--- src/hw/iop_pkg.sv ---
package iop_pkg;

  // ****************************************************************
  // Sizes
  // ****************************************************************
  localparam int NCH = 4;
  localparam int TW  = 16;
  localparam int NPT = 8;
  localparam int AW  = 8;
  localparam int DW  = 32;

  // ****************************************************************
  // Register offsets (word addresses)
  // ****************************************************************
  localparam logic [AW-1:0] OFF_CFG   = 8'h00;
  localparam logic [AW-1:0] OFF_ODLY  = 8'h04;
  localparam logic [AW-1:0] OFF_XSH   = 8'h08;
  localparam logic [AW-1:0] OFF_YSH   = 8'h0c;
  localparam logic [AW-1:0] OFF_STAT  = 8'h10;
  localparam logic [AW-1:0] OFF_SHORT = 8'h14;
  localparam logic [AW-1:0] OFF_LONG  = 8'h15;
  localparam logic [AW-1:0] OFF_DLY   = 8'h18;
  localparam logic [AW-1:0] OFF_CURVE = 8'h20;

  // ****************************************************************
  // Field positions
  // ****************************************************************
  localparam int CFG_MODE_LSB = 0;
  localparam int CFG_SEL_LSB  = 4;
  localparam int CURVE_Y_LSB  = 16;
  localparam int STAT_TI_LSB  = 16;

  // ****************************************************************
  // Selection codes and reset values
  // ****************************************************************
  localparam logic [1:0] SEL_OFF   = 2'h0;
  localparam logic [1:0] SEL_SHORT = 2'h1;
  localparam logic [1:0] SEL_LONG  = 2'h2;

  localparam int CLK_NS       = 8;
  localparam int SHORT_DLY_NS = 20000;
  localparam int LONG_DLY_NS  = 30000;
  localparam int SHORT_DLY_CYC = (SHORT_DLY_NS + CLK_NS - 1) / CLK_NS;
  localparam int LONG_DLY_CYC  = (LONG_DLY_NS + CLK_NS - 1) / CLK_NS;

  // ****************************************************************
  // Types
  // ****************************************************************
  typedef enum logic [1:0] {
    IOP_CONTROLLED,
    IOP_CLOSING,
    IOP_PASSIVE
  } iop_mode_t;

  typedef enum logic [1:0] {
    CH_IDLE,
    CH_OPEN
  } iop_ch_st_t;

  typedef enum logic [1:0] {
    SC_IDLE,
    SC_RUN
  } iop_sc_st_t;

endpackage

--- src/hw/iop_curve_mem.sv ---
`timescale 1ns/10ps
module iop_curve_mem #(
  parameter int W = 32,
  parameter int D = 8,
  parameter int A = $clog2(D)
) (
  input  wire logic         clk_i,
  input  wire logic         rstn_i,
  input  wire logic         we_i,
  input  wire logic [A-1:0] waddr_i,
  input  wire logic [W-1:0] wdata_i,
  input  wire logic [A-1:0] raddr_i,
  output logic      [W-1:0] rdata_o
);

  logic [W-1:0] mem [D];

  // ****************************************************************
  // Storage and registered read
  // ****************************************************************
  always_ff @(posedge clk_i) begin
    if (we_i) begin
      mem[waddr_i] <= wdata_i;
    end
  end

  always_ff @(posedge clk_i or negedge rstn_i) begin
    if (!rstn_i) begin
      rdata_o <= '0;
    end else begin
      rdata_o <= mem[raddr_i];
    end
  end

endmodule

--- src/hw/iop_pulse_gen.sv ---
// What this block does
// - Opening pulse output is low while open
// - Controlled mode: voltage four rise starts opening
// - Falling edge at start event plus edge delay
// - Last voltage one fall marks end control
// - Delay is curve(ti plus x shift) plus y
// - Rising edge at end control plus delay
// - Curve editable; shifts updated at run time
// - Feature fires with rising edge delay
// - Per channel mode select, own channel only
// - Select 0 off, 1 short, 2 long
// - Closing mode: rise at feature, else limit two
// - Closing feature static delay after limit one
// - Passive: no feature, limits three and two
// - Controlled disabled: rise at voltage one fall
//
// Chosen here: strobed register access and the register offsets.
`timescale 1ns/10ps
module iop_pulse_gen
  import iop_pkg::*;
#(
  parameter int N = NCH
) (
  input  wire logic          clk_i,
  input  wire logic          rstn_i,
  input  wire logic [N-1:0]  voltage_limit_four_i,
  input  wire logic [N-1:0]  voltage_limit_one_i,
  input  wire logic [N-1:0]  current_limit_one_i,
  input  wire logic [N-1:0]  current_limit_two_i,
  input  wire logic [N-1:0]  current_limit_three_i,
  input  wire logic [AW-1:0] addr_i,
  input  wire logic [DW-1:0] wdata_i,
  input  wire logic          wr_i,
  input  wire logic          rd_i,
  output logic      [DW-1:0] rdata_o,
  output logic      [N-1:0]  open_pulse_n_o,
  output logic      [N-1:0]  feature_o
);

  localparam int PA = $clog2(NPT);
  localparam int CW = $clog2(N);
  localparam logic [TW-1:0] TMAX = {TW{1'b1}};

  // ****************************************************************
  // Decode helpers
  // ****************************************************************
  function automatic logic hit(input logic [AW-1:0] a,
                               input logic [AW-1:0] base,
                               input int            n);
    hit = (a >= base) && ({1'b0, a} < ({1'b0, base} + (AW+1)'(n)));
  endfunction

  function automatic logic [CW-1:0] idx(input logic [AW-1:0] a,
                                        input logic [AW-1:0] base);
    logic [AW-1:0] d;
    d   = a - base;
    idx = d[CW-1:0];
  endfunction

  function automatic logic [TW-1:0] inc_sat(input logic [TW-1:0] v);
    inc_sat = (v == TMAX) ? v : v + 1'b1;
  endfunction

  // ****************************************************************
  // Software registers
  // ****************************************************************
  logic [1:0]    mode_ff  [N];
  logic [1:0]    sel_ff   [N];
  logic [TW-1:0] odly_ff  [N];
  logic [TW-1:0] xsh_ff   [N];
  logic [TW-1:0] ysh_ff   [N];
  logic [TW-1:0] short_ff;
  logic [TW-1:0] long_ff;

  logic [TW-1:0] ti_w     [N];
  logic [7:0]    stat_w   [N];
  logic [N-1:0]  start_w;
  logic [N-1:0]  req_set_w;
  logic [TW-1:0] dly_ff   [N];
  logic [N-1:0]  dly_ok_ff;

  logic          mem_we;
  logic [DW-1:0] mem_rdata;
  logic [PA-1:0] sc_addr_ff;

  // Shifts take effect at the next delay computation
  always_ff @(posedge clk_i or negedge rstn_i) begin
    if (!rstn_i) begin
      for (int c = 0; c < N; c++) begin
        mode_ff[c] <= 2'h0;
        sel_ff[c]  <= 2'h0;
        odly_ff[c] <= '0;
        xsh_ff[c]  <= '0;
        ysh_ff[c]  <= '0;
      end
      short_ff <= TW'(SHORT_DLY_CYC);
      long_ff  <= TW'(LONG_DLY_CYC);
    end else if (wr_i) begin
      if (hit(addr_i, OFF_CFG, N)) begin
        mode_ff[idx(addr_i, OFF_CFG)] <= wdata_i[CFG_MODE_LSB +: 2];
        sel_ff[idx(addr_i, OFF_CFG)]  <= wdata_i[CFG_SEL_LSB +: 2];
      end
      if (hit(addr_i, OFF_ODLY, N)) begin
        odly_ff[idx(addr_i, OFF_ODLY)] <= wdata_i[TW-1:0];
      end
      if (hit(addr_i, OFF_XSH, N)) begin
        xsh_ff[idx(addr_i, OFF_XSH)] <= wdata_i[TW-1:0];
      end
      if (hit(addr_i, OFF_YSH, N)) begin
        ysh_ff[idx(addr_i, OFF_YSH)] <= wdata_i[TW-1:0];
      end
      if (addr_i == OFF_SHORT) begin
        short_ff <= wdata_i[TW-1:0];
      end
      if (addr_i == OFF_LONG) begin
        long_ff <= wdata_i[TW-1:0];
      end
    end
  end

  // Curve points: x in low half, y in high half, x ascending
  assign mem_we = wr_i && hit(addr_i, OFF_CURVE, NPT);

  iop_curve_mem #(
    .W (DW),
    .D (NPT)
  ) u_curve (
    .clk_i   (clk_i),
    .rstn_i  (rstn_i),
    .we_i    (mem_we),
    .waddr_i (PA'(addr_i - OFF_CURVE)),
    .wdata_i (wdata_i),
    .raddr_i (sc_addr_ff),
    .rdata_o (mem_rdata)
  );

  // ****************************************************************
  // Register read
  // ****************************************************************
  always_ff @(posedge clk_i or negedge rstn_i) begin
    if (!rstn_i) begin
      rdata_o <= '0;
    end else begin
      rdata_o <= '0;
      if (rd_i) begin
        if (hit(addr_i, OFF_CFG, N)) begin
          rdata_o[CFG_MODE_LSB +: 2] <= mode_ff[idx(addr_i, OFF_CFG)];
          rdata_o[CFG_SEL_LSB +: 2]  <= sel_ff[idx(addr_i, OFF_CFG)];
        end
        if (hit(addr_i, OFF_ODLY, N)) begin
          rdata_o[TW-1:0] <= odly_ff[idx(addr_i, OFF_ODLY)];
        end
        if (hit(addr_i, OFF_XSH, N)) begin
          rdata_o[TW-1:0] <= xsh_ff[idx(addr_i, OFF_XSH)];
        end
        if (hit(addr_i, OFF_YSH, N)) begin
          rdata_o[TW-1:0] <= ysh_ff[idx(addr_i, OFF_YSH)];
        end
        if (hit(addr_i, OFF_STAT, N)) begin
          rdata_o[7:0] <= stat_w[idx(addr_i, OFF_STAT)];
          rdata_o[STAT_TI_LSB +: TW] <= ti_w[idx(addr_i, OFF_STAT)];
        end
        if (hit(addr_i, OFF_DLY, N)) begin
          rdata_o[TW-1:0] <= dly_ff[idx(addr_i, OFF_DLY)];
        end
        if (addr_i == OFF_SHORT) begin
          rdata_o[TW-1:0] <= short_ff;
        end
        if (addr_i == OFF_LONG) begin
          rdata_o[TW-1:0] <= long_ff;
        end
      end
    end
  end

  // ****************************************************************
  // Shared closing delay evaluation
  // ****************************************************************
  iop_sc_st_t        sc_st_ff;
  logic [CW-1:0]     sc_ch_ff;
  logic [N-1:0]      req_ff;
  logic signed [TW+1:0] sc_xq_ff;
  logic [TW-1:0]     sc_y_ff;
  logic              sc_rv_ff;
  logic [PA-1:0]     sc_idx_ff;
  logic [TW-1:0]     pt_x;
  logic [TW-1:0]     pt_y;
  logic [TW-1:0]     y_now;
  logic signed [TW+1:0] dsum;
  logic [TW-1:0]     dclamp;
  logic [CW-1:0]     pick;
  logic              sc_done;

  assign pt_x    = mem_rdata[TW-1:0];
  assign pt_y    = mem_rdata[CURVE_Y_LSB +: TW];
  assign sc_done = sc_rv_ff && (sc_idx_ff == PA'(NPT-1));

  // Step curve: y of the last point whose x does not exceed the input; y of point 0 if none does
  always_comb begin
    y_now = sc_y_ff;
    if (sc_rv_ff && ((sc_idx_ff == '0) ||
        ($signed({2'b00, pt_x}) <= sc_xq_ff))) begin
      y_now = pt_y;
    end
    dsum = $signed({2'b00, y_now})
         + $signed({{2{ysh_ff[sc_ch_ff][TW-1]}}, ysh_ff[sc_ch_ff]});
    if (dsum < 0) begin
      dclamp = '0;
    end else if (dsum > $signed({2'b00, TMAX})) begin
      dclamp = TMAX;
    end else begin
      dclamp = dsum[TW-1:0];
    end
    pick = '0;
    for (int c = N - 1; c >= 0; c--) begin
      if (req_ff[c]) begin
        pick = CW'(c);
      end
    end
  end

  always_ff @(posedge clk_i or negedge rstn_i) begin
    if (!rstn_i) begin
      sc_st_ff   <= SC_IDLE;
      sc_ch_ff   <= '0;
      sc_xq_ff   <= '0;
      sc_y_ff    <= '0;
      sc_rv_ff   <= 1'b0;
      sc_idx_ff  <= '0;
      sc_addr_ff <= '0;
    end else begin
      sc_rv_ff  <= (sc_st_ff == SC_RUN) && !sc_done;
      sc_idx_ff <= sc_addr_ff;
      sc_y_ff   <= y_now;
      unique case (sc_st_ff)
        SC_IDLE: begin
          if (|req_ff) begin
            sc_st_ff   <= SC_RUN;
            sc_ch_ff   <= pick;
            sc_xq_ff   <= $signed({2'b00, ti_w[pick]})
                        + $signed({{2{xsh_ff[pick][TW-1]}}, xsh_ff[pick]});
            sc_addr_ff <= '0;
          end
        end
        SC_RUN: begin
          if (sc_addr_ff != PA'(NPT-1)) begin
            sc_addr_ff <= sc_addr_ff + 1'b1;
          end
          if (sc_done) begin
            sc_st_ff <= SC_IDLE;
          end
        end
      endcase
    end
  end

  always_ff @(posedge clk_i or negedge rstn_i) begin
    if (!rstn_i) begin
      req_ff <= '0;
    end else begin
      for (int c = 0; c < N; c++) begin
        if (req_set_w[c]) begin
          req_ff[c] <= 1'b1;
        end else if (sc_st_ff == SC_IDLE && |req_ff && pick == CW'(c)) begin
          req_ff[c] <= 1'b0;
        end
      end
    end
  end

  always_ff @(posedge clk_i or negedge rstn_i) begin
    if (!rstn_i) begin
      dly_ok_ff <= '0;
      for (int c = 0; c < N; c++) begin
        dly_ff[c] <= '0;
      end
    end else begin
      for (int c = 0; c < N; c++) begin
        if (start_w[c]) begin
          dly_ok_ff[c] <= 1'b0;
        end else if (sc_done && sc_ch_ff == CW'(c)) begin
          dly_ff[c]    <= dclamp;
          dly_ok_ff[c] <= 1'b1;
        end
      end
    end
  end

  // ****************************************************************
  // Per channel pulse sequencing
  // ****************************************************************
  for (genvar g = 0; g < N; g++) begin : g_ch
    iop_ch_st_t    st_ff;
    iop_mode_t     md;
    logic [TW-1:0] t_open_ff;
    logic [TW-1:0] t_close_ff;
    logic [TW-1:0] ti_ff;
    logic [TW-1:0] sdly;
    logic          fell_ff;
    logic          eoc_ff;
    logic          open_n_ff;
    logic          feat_ff;
    logic          rise;
    logic          feat;
    logic          ena;

    always_comb begin
      unique case (mode_ff[g])
        2'h0:    md = IOP_CONTROLLED;
        2'h1:    md = IOP_CLOSING;
        default: md = IOP_PASSIVE;
      endcase
    end

    assign ena  = (sel_ff[g] == SEL_SHORT) || (sel_ff[g] == SEL_LONG);
    assign sdly = (sel_ff[g] == SEL_LONG) ? long_ff : short_ff;
    assign start_w[g] = (md == IOP_PASSIVE) ? current_limit_three_i[g]
                                            : voltage_limit_four_i[g];
    assign req_set_w[g] = (st_ff == CH_OPEN) && !start_w[g]
                       && (md == IOP_CONTROLLED) && ena
                       && current_limit_one_i[g];

    always_comb begin
      rise = 1'b0;
      feat = 1'b0;
      if (st_ff == CH_OPEN && !start_w[g]) begin
        unique case (md)
          IOP_CONTROLLED: begin
            if (!ena) begin
              rise = voltage_limit_one_i[g];
            end else begin
              rise = eoc_ff && dly_ok_ff[g] && !voltage_limit_one_i[g]
                  && (t_close_ff >= dly_ff[g]);
              feat = rise;
            end
          end
          IOP_CLOSING: begin
            if (ena) begin
              rise = eoc_ff && (t_close_ff >= sdly);
              feat = rise;
            end else begin
              rise = current_limit_two_i[g];
            end
          end
          IOP_PASSIVE: begin
            rise = current_limit_two_i[g];
          end
        endcase
      end
    end

    always_ff @(posedge clk_i or negedge rstn_i) begin
      if (!rstn_i) begin
        st_ff      <= CH_IDLE;
        t_open_ff  <= '0;
        t_close_ff <= '0;
        ti_ff      <= '0;
        fell_ff    <= 1'b0;
        eoc_ff     <= 1'b0;
      end else begin
        t_open_ff  <= inc_sat(t_open_ff);
        t_close_ff <= inc_sat(t_close_ff);
        if (start_w[g]) begin
          st_ff     <= CH_OPEN;
          t_open_ff <= '0;
          fell_ff   <= 1'b0;
          eoc_ff    <= 1'b0;
        end else if (st_ff == CH_OPEN) begin
          if (!fell_ff && t_open_ff >= odly_ff[g]) begin
            fell_ff <= 1'b1;
          end
          if (md == IOP_CONTROLLED && current_limit_one_i[g]) begin
            ti_ff <= t_open_ff;
          end
          if (md == IOP_CONTROLLED && voltage_limit_one_i[g]) begin
            eoc_ff     <= 1'b1;
            t_close_ff <= '0;
          end
          if (md == IOP_CLOSING && current_limit_one_i[g]) begin
            eoc_ff     <= 1'b1;
            t_close_ff <= '0;
          end
          if (rise) begin
            st_ff <= CH_IDLE;
          end
        end
      end
    end

    always_ff @(posedge clk_i or negedge rstn_i) begin
      if (!rstn_i) begin
        open_n_ff <= 1'b1;
        feat_ff   <= 1'b0;
      end else begin
        feat_ff <= feat && (md != IOP_PASSIVE);
        if (start_w[g] || rise) begin
          open_n_ff <= 1'b1;
        end else if (st_ff == CH_OPEN && !fell_ff
                     && t_open_ff >= odly_ff[g]) begin
          open_n_ff <= 1'b0;
        end
      end
    end

    assign ti_w[g]           = ti_ff;
    assign open_pulse_n_o[g] = open_n_ff;
    assign feature_o[g]      = feat_ff;
    assign stat_w[g] = {3'h0, (st_ff == CH_OPEN), dly_ok_ff[g], eoc_ff,
                        fell_ff, open_n_ff};
  end

endmodule

--- config.mk ---
export PLATFORM = sky130hd
export DESIGN_NAME = iop_pulse_gen
export DESIGN_NICKNAME = d
export VERILOG_FILES = /design/src/hw/iop_pkg.sv /design/src/hw/iop_curve_mem.sv /design/src/hw/iop_pulse_gen.sv
export SDC_FILE = /design/constraint.sdc
export NUM_CORES = 2
export LEC_CHECK = 0
export BUFFER_PORTS_ARGS = -buffer_cell sky130_fd_sc_hd__buf_2
export CORE_UTILIZATION = 50
export DETAILED_ROUTE_END_ITERATION = 6
export PLACE_DENSITY = 0.65
export SETUP_SLACK_MARGIN = 0.2
export SYNTH_ARGS = -nofsm -noshare
export SYNTH_HDL_FRONTEND = slang
export SYNTH_SLANG_ARGS = --single-unit
--- constraint.sdc ---
create_clock -name clk_i -period 5 [get_ports clk_i]
set_clock_uncertainty 0.1 [all_clocks]
set_input_delay 0.75 -clock clk_i [delete_from_list [all_inputs] [get_ports clk_i]]
set_output_delay 0.75 -clock clk_i [all_outputs]
set_load 0.02 [all_outputs]
# After elaboration in Yosys (flattened, before gate mapping)

Memory sizes are Yosys's and may differ from the RTL's. A register that Yosys moved wholly into a read port is not among the register bits.
Index checks and enable logic that the tools add are counted.

Register bits: 605
Memories kept: 1
Logic and storage cells: 584
Input bits: 64
RAM bits: 256

Memory list:

| name        | depth | width | read ports | clocked after memory_dff | wr ports | line                | RTL |
|---|---|---|---|---|---|---|---|
| u_curve.mem | 8     | 32    | 1          | 1                        | 1        | iop_curve_mem.sv:16 | `logic [W-1:0] mem [D];` |

$lt $le $gt $ge: 41
Bitwise gates (word level): 12
Reductions and logical operators: 177
$add $sub $neg: 17
Mux-type cells: 208
Eq/ne operators: 54

Operators by type and width:

| cell                                                                              | count |
|---|---|
| 16-bit two-way mux                                                                | 61 |
| 16-bit binary-select mux with 2-bit select                                        | 8 |
| 64-bit bitwise mux                                                                | 3 |
| 16-bit >= comparator                                                              | 12 |
| 16-bit by 1-bit adder with 16-bit output, second input constant                   | 8 |
| 16-bit equality test, second input constant                                       | 8 |
| 16-bit demux with 2-bit select                                                    | 3 |
| 1-bit logical AND                                                                 | 84 |
| 1-bit two-way mux                                                                 | 82 |
| 2-bit two-way mux                                                                 | 25 |
| 2-bit AND reduction                                                               | 25 |
| 2-bit nonzero test                                                                | 24 |
| 2-bit by 1-bit equality test with 1-bit output, second input constant             | 19 |
| 17-bit by 16-bit adder with 18-bit output                                         | 2 |
| 32-bit two-way mux                                                                | 1 |
| 2-bit equality test, second input constant                                        | 12 |
| 3-bit >= comparator, second input constant                                        | 8 |
| 8-bit by 5-bit less-than comparator with 1-bit output, second input constant      | 3 |
| 8-bit two-way mux                                                                 | 3 |
| 2-bit inverter with 3-bit output                                                  | 8 |
| 2-bit logical NOT                                                                 | 11 |
| 2-bit != test, second input constant                                              | 10 |
| 2-bit one-hot mux with 2 select lines                                             | 5 |
| 18-bit by 17-bit greater-than comparator with 1-bit output, second input constant | 1 |
| other kinds (33)                                                                  | 83 |

# Logic depth before layout (Yosys ltp)

Depth after elaboration: 13
Gate-level depth with buffers: 23
Mapped depth without buffers: 20

# Cells and area by module

A second synthesis with hierarchy kept.

Cells, all modules: 3658
Area total of the unflattened synthesis: 45796.4 µm²

Modules (own cells, without submodules):

| module        | area an instance (µm²) | cells an instance | times used |
|---|---|---|---|
| iop_pulse_gen | 35170.0                | 3243              | 1 |
| iop_curve_mem | 10626.4                | 415               | 1 |

# Worst setup path before layout

Ideal clock, no wire load.

Path type: register to register
Start point: reg u_curve.rdata_o[9], read port of u_curve.mem
End point: reg dly_ff[16] in the netlist's numbering
Stages on the path, launching flop included: 22
Data arrival time: 4.934 ns
Clock period less this slack: 5.159 ns
Buffers on the path: 2
Setup slack: -0.159 ns
Path through: dfrtp_1 > ha_1 > a21o_1 > a21o_1 > o31a_1 > o31ai_1 > and2_1 > clkbuf_1 > clkbuf_1 > mux2_2 > ha_1 > a21o_1 > a21o_1 > a21oi_1 > nor2b_1 > o21ai_0 > a21boi_0 > or2_2 > or2_2 > xnor2_2 > a21o_1 > mux2_2

Longest elaborated chain between the ends: 8
Elaborated cells on any way between the ends: 9
Those cells by class: add/sub (1); order compare (3); mux (3); reduce/logical (2)

Ends and longest elaborated chain:

| what                                                            | line                 | RTL |
|---|---|---|
| start: declaration                                              | iop_curve_mem.sv:13  | `output logic [W-1:0] rdata_o` |
| 17-bit by 18-bit less-or-equal comparator with 1-bit output (*) | iop_pulse_gen.sv:202 | `($signed({2'b00, pt_x}) <= sc_xq_ff))) begin` |
| 1-bit logical OR (*)                                            | iop_pulse_gen.sv:201 | `if (sc_rv_ff && ((sc_idx_ff == '0) \|\|` |
| 1-bit logical AND (*)                                           | iop_pulse_gen.sv:201 |  |
| 16-bit two-way mux (*)                                          | iop_pulse_gen.sv:201 |  |
| via y_now[10]                                                   | iop_pulse_gen.sv:188 | `logic [TW-1:0] y_now;` |
| 17-bit by 16-bit adder with 18-bit output (*)                   | iop_pulse_gen.sv:206 | `+ $signed({{2{ysh_ff[sc_ch_ff][TW-1]}}, ysh_ff[sc_ch_ff]});` |
| 18-bit by 17-bit greater-than comparator with 1-bit output      | iop_pulse_gen.sv:209 | `end else if (dsum > $signed({2'b00, TMAX})) begin` |
| 16-bit two-way mux                                              | iop_pulse_gen.sv:209 |  |
| 16-bit two-way mux (*)                                          | iop_pulse_gen.sv:207 | `if (dsum < 0) begin` |
| end signal: indexed assignment                                  | iop_pulse_gen.sv:282 | `dly_ff[c] <= dclamp;` |
| end: declaration                                                | iop_pulse_gen.sv:79  | `logic [TW-1:0] dly_ff [N];` |

The timed path passes the listed nets; every way through them passes the cells marked *.
A chain may end at the register's enable or synchronous reset.

# Final worst setup path

Start point: reg sc_xq_ff[9]
End point: reg dly_ff[4] in the netlist's numbering

Longest elaborated chain between the ends: 8
Elaborated cells on any way between the ends: 9
Those cells by class: add/sub (1); order compare (3); mux (3); reduce/logical (2)

Ends and longest elaborated chain:

| what                                                            | line                 | RTL |
|---|---|---|
| start: declaration                                              | iop_pulse_gen.sv:182 | `logic signed [TW+1:0] sc_xq_ff;` |
| start signal: assignment                                        | iop_pulse_gen.sv:240 | `sc_xq_ff <= $signed({2'b00, ti_w[pick]})` |
| 17-bit by 18-bit less-or-equal comparator with 1-bit output (*) | iop_pulse_gen.sv:202 |  |
| 1-bit logical OR (*)                                            | iop_pulse_gen.sv:201 |  |
| 1-bit logical AND (*)                                           | iop_pulse_gen.sv:201 |  |
| 16-bit two-way mux (*)                                          | iop_pulse_gen.sv:201 |  |
| via y_now[2]                                                    | iop_pulse_gen.sv:188 |  |
| 17-bit by 16-bit adder with 18-bit output (*)                   | iop_pulse_gen.sv:206 |  |
| 18-bit by 17-bit greater-than comparator with 1-bit output      | iop_pulse_gen.sv:209 |  |
| 16-bit two-way mux                                              | iop_pulse_gen.sv:209 |  |
| 16-bit two-way mux (*)                                          | iop_pulse_gen.sv:207 |  |

Marks and branches as above.

==> flow_summary.html <==
<table>
<tr><th>Metric</th><th>Value</th></tr>
<tr><th colspan="2">Final layout</th></tr>
<tr><td>Layout cells sized above 1</td><td>0.282</td></tr>
<tr><td>Multi-input combinational cell area</td><td>21300 µm²</td></tr>
<tr><td>Number of cells in the finished layout apart from fillers</td><td>5039</td></tr>
<tr><td>Final layout net count</td><td>4100</td></tr>
<tr><td>Area Growth Syn to Fin</td><td>14.2%</td></tr>
<tr><td>Post-route cell area</td><td>52000 µm²</td></tr>
<tr><td>Register cell area after layout</td><td>23500 µm²</td></tr>
<tr><td>Layout Utilization</td><td>0.577</td></tr>
<tr><td># fillers</td><td>7240</td></tr>
<tr><th colspan="2">Logic synthesis</th></tr>
<tr><td>Number of enable flip-flop cells after synthesis</td><td>256</td></tr>
<tr><td>Net count after synthesis</td><td>3893</td></tr>
<tr><td>Fraction of post-synthesis cell area in the top cell type by area</td><td>0.338</td></tr>
<tr><td>Most area-consuming cells after synthesis</td><td>sky130_fd_sc_hd__dfrtp_1, sky130_fd_sc_hd__edfxtp_1, sky130_fd_sc_hd__mux2_2, sky130_fd_sc_hd__mux4_2, sky130_fd_sc_hd__ha_1</td></tr>
<tr><td>Warnings, synthesis</td><td>0</td></tr>
<tr><td>Most repeated cell in the gate-level netlist after synthesis</td><td>sky130_fd_sc_hd__dfrtp_1</td></tr>
<tr><td>Number of distinct standard cells referenced by the synthesized netlist</td><td>79</td></tr>
<tr><td>Post-synth top area cell</td><td>sky130_fd_sc_hd__dfrtp_1</td></tr>
<tr><td>Async SR Flop Fraction</td><td>0.712</td></tr>
<tr><td>Netlist Area Pre-Place</td><td>45600 µm²</td></tr>
<tr><td>Main synth FF type</td><td>sky130_fd_sc_hd__dfrtp_1</td></tr>
<tr><td>Post-synth top cells</td><td>sky130_fd_sc_hd__dfrtp_1, sky130_fd_sc_hd__mux2_2, sky130_fd_sc_hd__edfxtp_1, sky130_fd_sc_hd__ha_1, sky130_fd_sc_hd__nor2_1</td></tr>
<tr><td>FF+latch count, synth</td><td>888</td></tr>
<tr><td>Average cell area after synthesis</td><td>12.8 µm²</td></tr>
<tr><td>Seq/Total Area, Yosys</td><td>0.516</td></tr>
<tr><td>Number of cells produced by synthesis</td><td>3571</td></tr>
<tr><th colspan="2">STA</th></tr>
<tr><td>Final number of max-transition violations</td><td>0</td></tr>
<tr><td>Setup total negative slack</td><td>0 ns</td></tr>
<tr><td>Final critical path time including I/O delays and setup</td><td>4.88 ns</td></tr>
<tr><td>Slew @ Worst Pin</td><td>1.06 ns</td></tr>
<tr><td>Setup repair after global routing missed its margin</td><td>true</td></tr>
<tr><td>Count of final setup violators</td><td>0</td></tr>
<tr><td>Final setup margin</td><td>0.117 ns</td></tr>
<tr><td>Final hold violations</td><td>0</td></tr>
<tr><td>Max Freq</td><td>0.205 GHz</td></tr>
<tr><td>Slew HR</td><td>0.291</td></tr>
<tr><td>Post-route fraction of the period consumed by the critical path</td><td>0.977</td></tr>
<tr><th colspan="2">Floorplan</th></tr>
<tr><td>Starting Density</td><td>0.505</td></tr>
<tr><td>Die Outline Area</td><td>92300 µm²</td></tr>
<tr><td>Overall die height</td><td>304 µm</td></tr>
<tr><td>Count of pins on the block boundary</td><td>104</td></tr>
<tr><td>Area of the core</td><td>90100 µm²</td></tr>
<tr><td>Horizontal extent of the die</td><td>304 µm</td></tr>
<tr><td>Count of standard-cell rows</td><td>110</td></tr>
<tr><th colspan="2">Routing</th></tr>
<tr><td>Total iterations of the first detailed-routing run</td><td>7</td></tr>
<tr><td>Total wire length after detailed routing</td><td>131 mm</td></tr>
<tr><td>DR DRC count</td><td>3</td></tr>
<tr><td>Number of design-rule violations left by the first detailed-router iteration</td><td>3016</td></tr>
<tr><td>Antenna violation net count after detailed routing</td><td>0</td></tr>
<tr><td>Vias per std cell</td><td>6.05</td></tr>
<tr><td>Routed via count</td><td>30500</td></tr>
<tr><td>Mean routed wirelength per cell</td><td>26.1 µm</td></tr>
<tr><th colspan="2">CTS</th></tr>
<tr><td>TritonCTS clock tree</td><td>yes</td></tr>
<tr><td>Clk Latency, worst-skew pair</td><td>0.68 ns</td></tr>
<tr><td>CTS Buffer Depth</td><td>3</td></tr>
<tr><td>Root Buffer Master</td><td>sky130_fd_sc_hd__clkbuf_16</td></tr>
<tr><td>Count of H-tree levels built during CTS</td><td>3</td></tr>
<tr><td>Number of buffers added by the clock tree synthesis step</td><td>97</td></tr>
<tr><td>Clock tree sinks</td><td>888</td></tr>
<tr><td>Clock transition at the registers of the reported paths</td><td>0.07 ns</td></tr>
<tr><th colspan="2">Global routing</th></tr>
<tr><td>Overall global routing resource usage</td><td>0.285</td></tr>
<tr><td>Via count of the first global-routing pass</td><td>30300</td></tr>
<tr><td>Pin count of the biggest net entering global routing</td><td>160</td></tr>
<tr><td>GR Overflow Total</td><td>0</td></tr>
<tr><td>Initial antenna violation count</td><td>6</td></tr>
<tr><td>First-pass GRT wire length</td><td>196 mm</td></tr>
<tr><th colspan="2">Worst setup path</th></tr>
<tr><td>Worst setup path class</td><td>register to register</td></tr>
<tr><td>Endpoint required time on the critical path</td><td>5.43 ns</td></tr>
<tr><td>Type of destination of the critical path</td><td>register</td></tr>
<tr><td>Startpoint type of the worst setup path</td><td>register</td></tr>
<tr><td>Setup slack of the most critical reg-to-reg path</td><td>0.12 ns</td></tr>
<tr><td>Worst-path fanout max</td><td>8</td></tr>
<tr><td>Arr. time, crit path</td><td>5.31 ns</td></tr>
<tr><th colspan="2">Placed design</th></tr>
<tr><td>Area post-placement</td><td>48200 µm²</td></tr>
<tr><td>Placed wire-length estimate</td><td>92.3 mm</td></tr>
<tr><td>Routability-driven placement congestion ratio</td><td>0.977</td></tr>
<tr><td>Port buffer count</td><td>103</td></tr>
<tr><td>Post-placement cell count</td><td>4836</td></tr>
<tr><td>Setup Slack @ Placement</td><td>-0.0573 ns</td></tr>
<tr><th colspan="2">Worst hold path</th></tr>
<tr><td>Path class of the lowest-slack min-delay path</td><td>primary input to register</td></tr>
<tr><th colspan="2">Job</th></tr>
<tr><td>Total of max-cap violations</td><td>0</td></tr>
<tr><th colspan="2">Status</th></tr>
<tr><td>Failing checks</td><td>DRC</td></tr>
<tr><td>Result of the run</td><td>finished, violations left</td></tr>
<tr><th colspan="2">Power</th></tr>
<tr><td>IR drop worst, VDD</td><td>0.000288 V</td></tr>
<tr><td>Reported leakage power</td><td>0.0228 µW</td></tr>
<tr><td>Power Dens Cells</td><td>440 nW/µm²</td></tr>
</table>
[logic make-up (layout without fill, tap and decap cells)]
logic type / after synthesis / after routing / synth area share
xor+xnor: 108 / 108 / 0.0211
compound gates: 533 / 533 / 0.0768
mux: 653 / 653 / 0.202
other cells: 0 / 5 / 0
buf+inv: 352 / 639 / 0.0297
flops: 888 / 888 / 0.516
fa+ha+maj: 258 / 258 / 0.0712
simple gates: 779 / 779 / 0.0831
[flip-flops by register name, summed over array words and instances, names as in the netlist, 8 cells and up]
signal / flops
u_curve.mem: 256
dly_ff: 64
g_ch.t_close_ff: 64
g_ch.t_open_ff: 64
g_ch.ti_ff: 64
odly_ff: 64
xsh_ff: 64
ysh_ff: 64
rdata_o: 32
u_curve.rdata_o: 32
sc_xq_ff: 18
long_ff: 16
sc_y_ff: 16
short_ff: 16
mode_ff: 8
sel_ff: 8
[critical path, stage by stage, from the launching register on]
cell	delay (ns)
sky130_fd_sc_hd__dfrtp_1	0.39
sky130_fd_sc_hd__inv_2	0.07
sky130_fd_sc_hd__ha_4	0.19
sky130_fd_sc_hd__a21o_1	0.17
sky130_fd_sc_hd__a21o_1	0.17
sky130_fd_sc_hd__o31a_1	0.29
sky130_fd_sc_hd__o31ai_1	0.22
sky130_fd_sc_hd__and2_1	0.21
sky130_fd_sc_hd__buf_12	0.14
sky130_fd_sc_hd__mux2_2	0.38
sky130_fd_sc_hd__ha_4	0.28
sky130_fd_sc_hd__a21o_1	0.12
sky130_fd_sc_hd__a21oi_2	0.07
sky130_fd_sc_hd__buf_4	0.13
sky130_fd_sc_hd__buf_4	0.12
sky130_fd_sc_hd__buf_4	0.12
sky130_fd_sc_hd__buf_4	0.12
sky130_fd_sc_hd__buf_4	0.12
sky130_fd_sc_hd__buf_4	0.12
sky130_fd_sc_hd__buf_4	0.12
sky130_fd_sc_hd__buf_4	0.13
sky130_fd_sc_hd__buf_4	0.12
sky130_fd_sc_hd__buf_4	0.12
sky130_fd_sc_hd__buf_4	0.12
sky130_fd_sc_hd__buf_4	0.13
sky130_fd_sc_hd__xnor2_2	0.16
sky130_fd_sc_hd__nor2_2	0.21
sky130_fd_sc_hd__o21ai_0	0.12
[area by class of cell]
type	instances	area share
Clock buffer	128	0.0512
Sequential cell	888	0.452
Inverter	200	0.0144
Tap cell	1176	0.0283
Multi-Input combinational cell	2331	0.409
Clock inverter	51	0.00969
Timing Repair Buffer	260	0.0350
Antenna cell	5	0.000240
[metal layers]
metal  track usage  vias up  wire (µm)  part of all wire
met1         0.395    15600      55800              0.42
met2         0.455      976      61800              0.47
met5             0        -          0                 0
met4         0.114        0       5380             0.041
li1              -    13700          -                 -
met3        0.0413      221       8480             0.065
[where the power goes]
part	switching, µW	internal (µW)	total, µW
sequential	868	8160	9030
clock	2990	4160	7150
combinational	3480	3240	6720
total	7330	15600	22900
[through the flow]
step / hold slack, ns / total power [µW]
finish: 0.253 / 22900
global route: 0.250 / 24000
CTS: 0.216 / 22600
detailed placement: 0.368 / 15300
global placement: 0.364 / 15200
floorplan: 0.278 / 12900
[worst paths after layout]
kind	to	depth (start not counted)	from
worst max-delay path	dly_ff[4]	27	sc_xq_ff[9]
worst min-delay path	u_curve.mem[0][20]	1	wdata_i[20]
worst max register to register	dly_ff[4]	27	sc_xq_ff[9]
worst min register to register	sc_xq_ff[4]	2	sc_xq_ff[4]
max in group asynchronous	g_ch[3].ti_ff[8]	3	rstn_i
min in group asynchronous	u_curve.rdata_o[30]	2	rstn_i
[cell usage in the layout, fill, tap and decap left out, types with 33 or more instances in the layout]
cell / count
sky130_fd_sc_hd__mux2i_1: 84
sky130_fd_sc_hd__xnor2_1: 35
sky130_fd_sc_hd__o21ai_0: 110
sky130_fd_sc_hd__xor2_1: 69
sky130_fd_sc_hd__nor3_1: 54
sky130_fd_sc_hd__and3_1: 34
sky130_fd_sc_hd__buf_4: 141
sky130_fd_sc_hd__o22ai_1: 44
sky130_fd_sc_hd__ha_1: 248
sky130_fd_sc_hd__clkbuf_16: 97
sky130_fd_sc_hd__nand2b_1: 36
sky130_fd_sc_hd__nand4_1: 45
sky130_fd_sc_hd__dfrtp_1: 613
sky130_fd_sc_hd__a21oi_1: 95
sky130_fd_sc_hd__mux2_2: 380
sky130_fd_sc_hd__nor2b_1: 33
sky130_fd_sc_hd__mux4_2: 172
sky130_fd_sc_hd__nor2_1: 235
sky130_fd_sc_hd__nand2_1: 152
sky130_fd_sc_hd__edfxtp_1: 256
sky130_fd_sc_hd__a21o_1: 98
sky130_fd_sc_hd__buf_2: 100
sky130_fd_sc_hd__inv_1: 199
sky130_fd_sc_hd__nand3_1: 63
[timing repair]
item | in CTS | in global routing
resized for setup | 33 | 79
endpoints found under the setup margin | 64 | 66
hold buffers | 1 | 0
buffers inserted | 13 | 5
hold endpoints to repair | 31 | 0
pin swaps | 9 | 35
No activity file was read; power rests on OpenSTA's default activity.
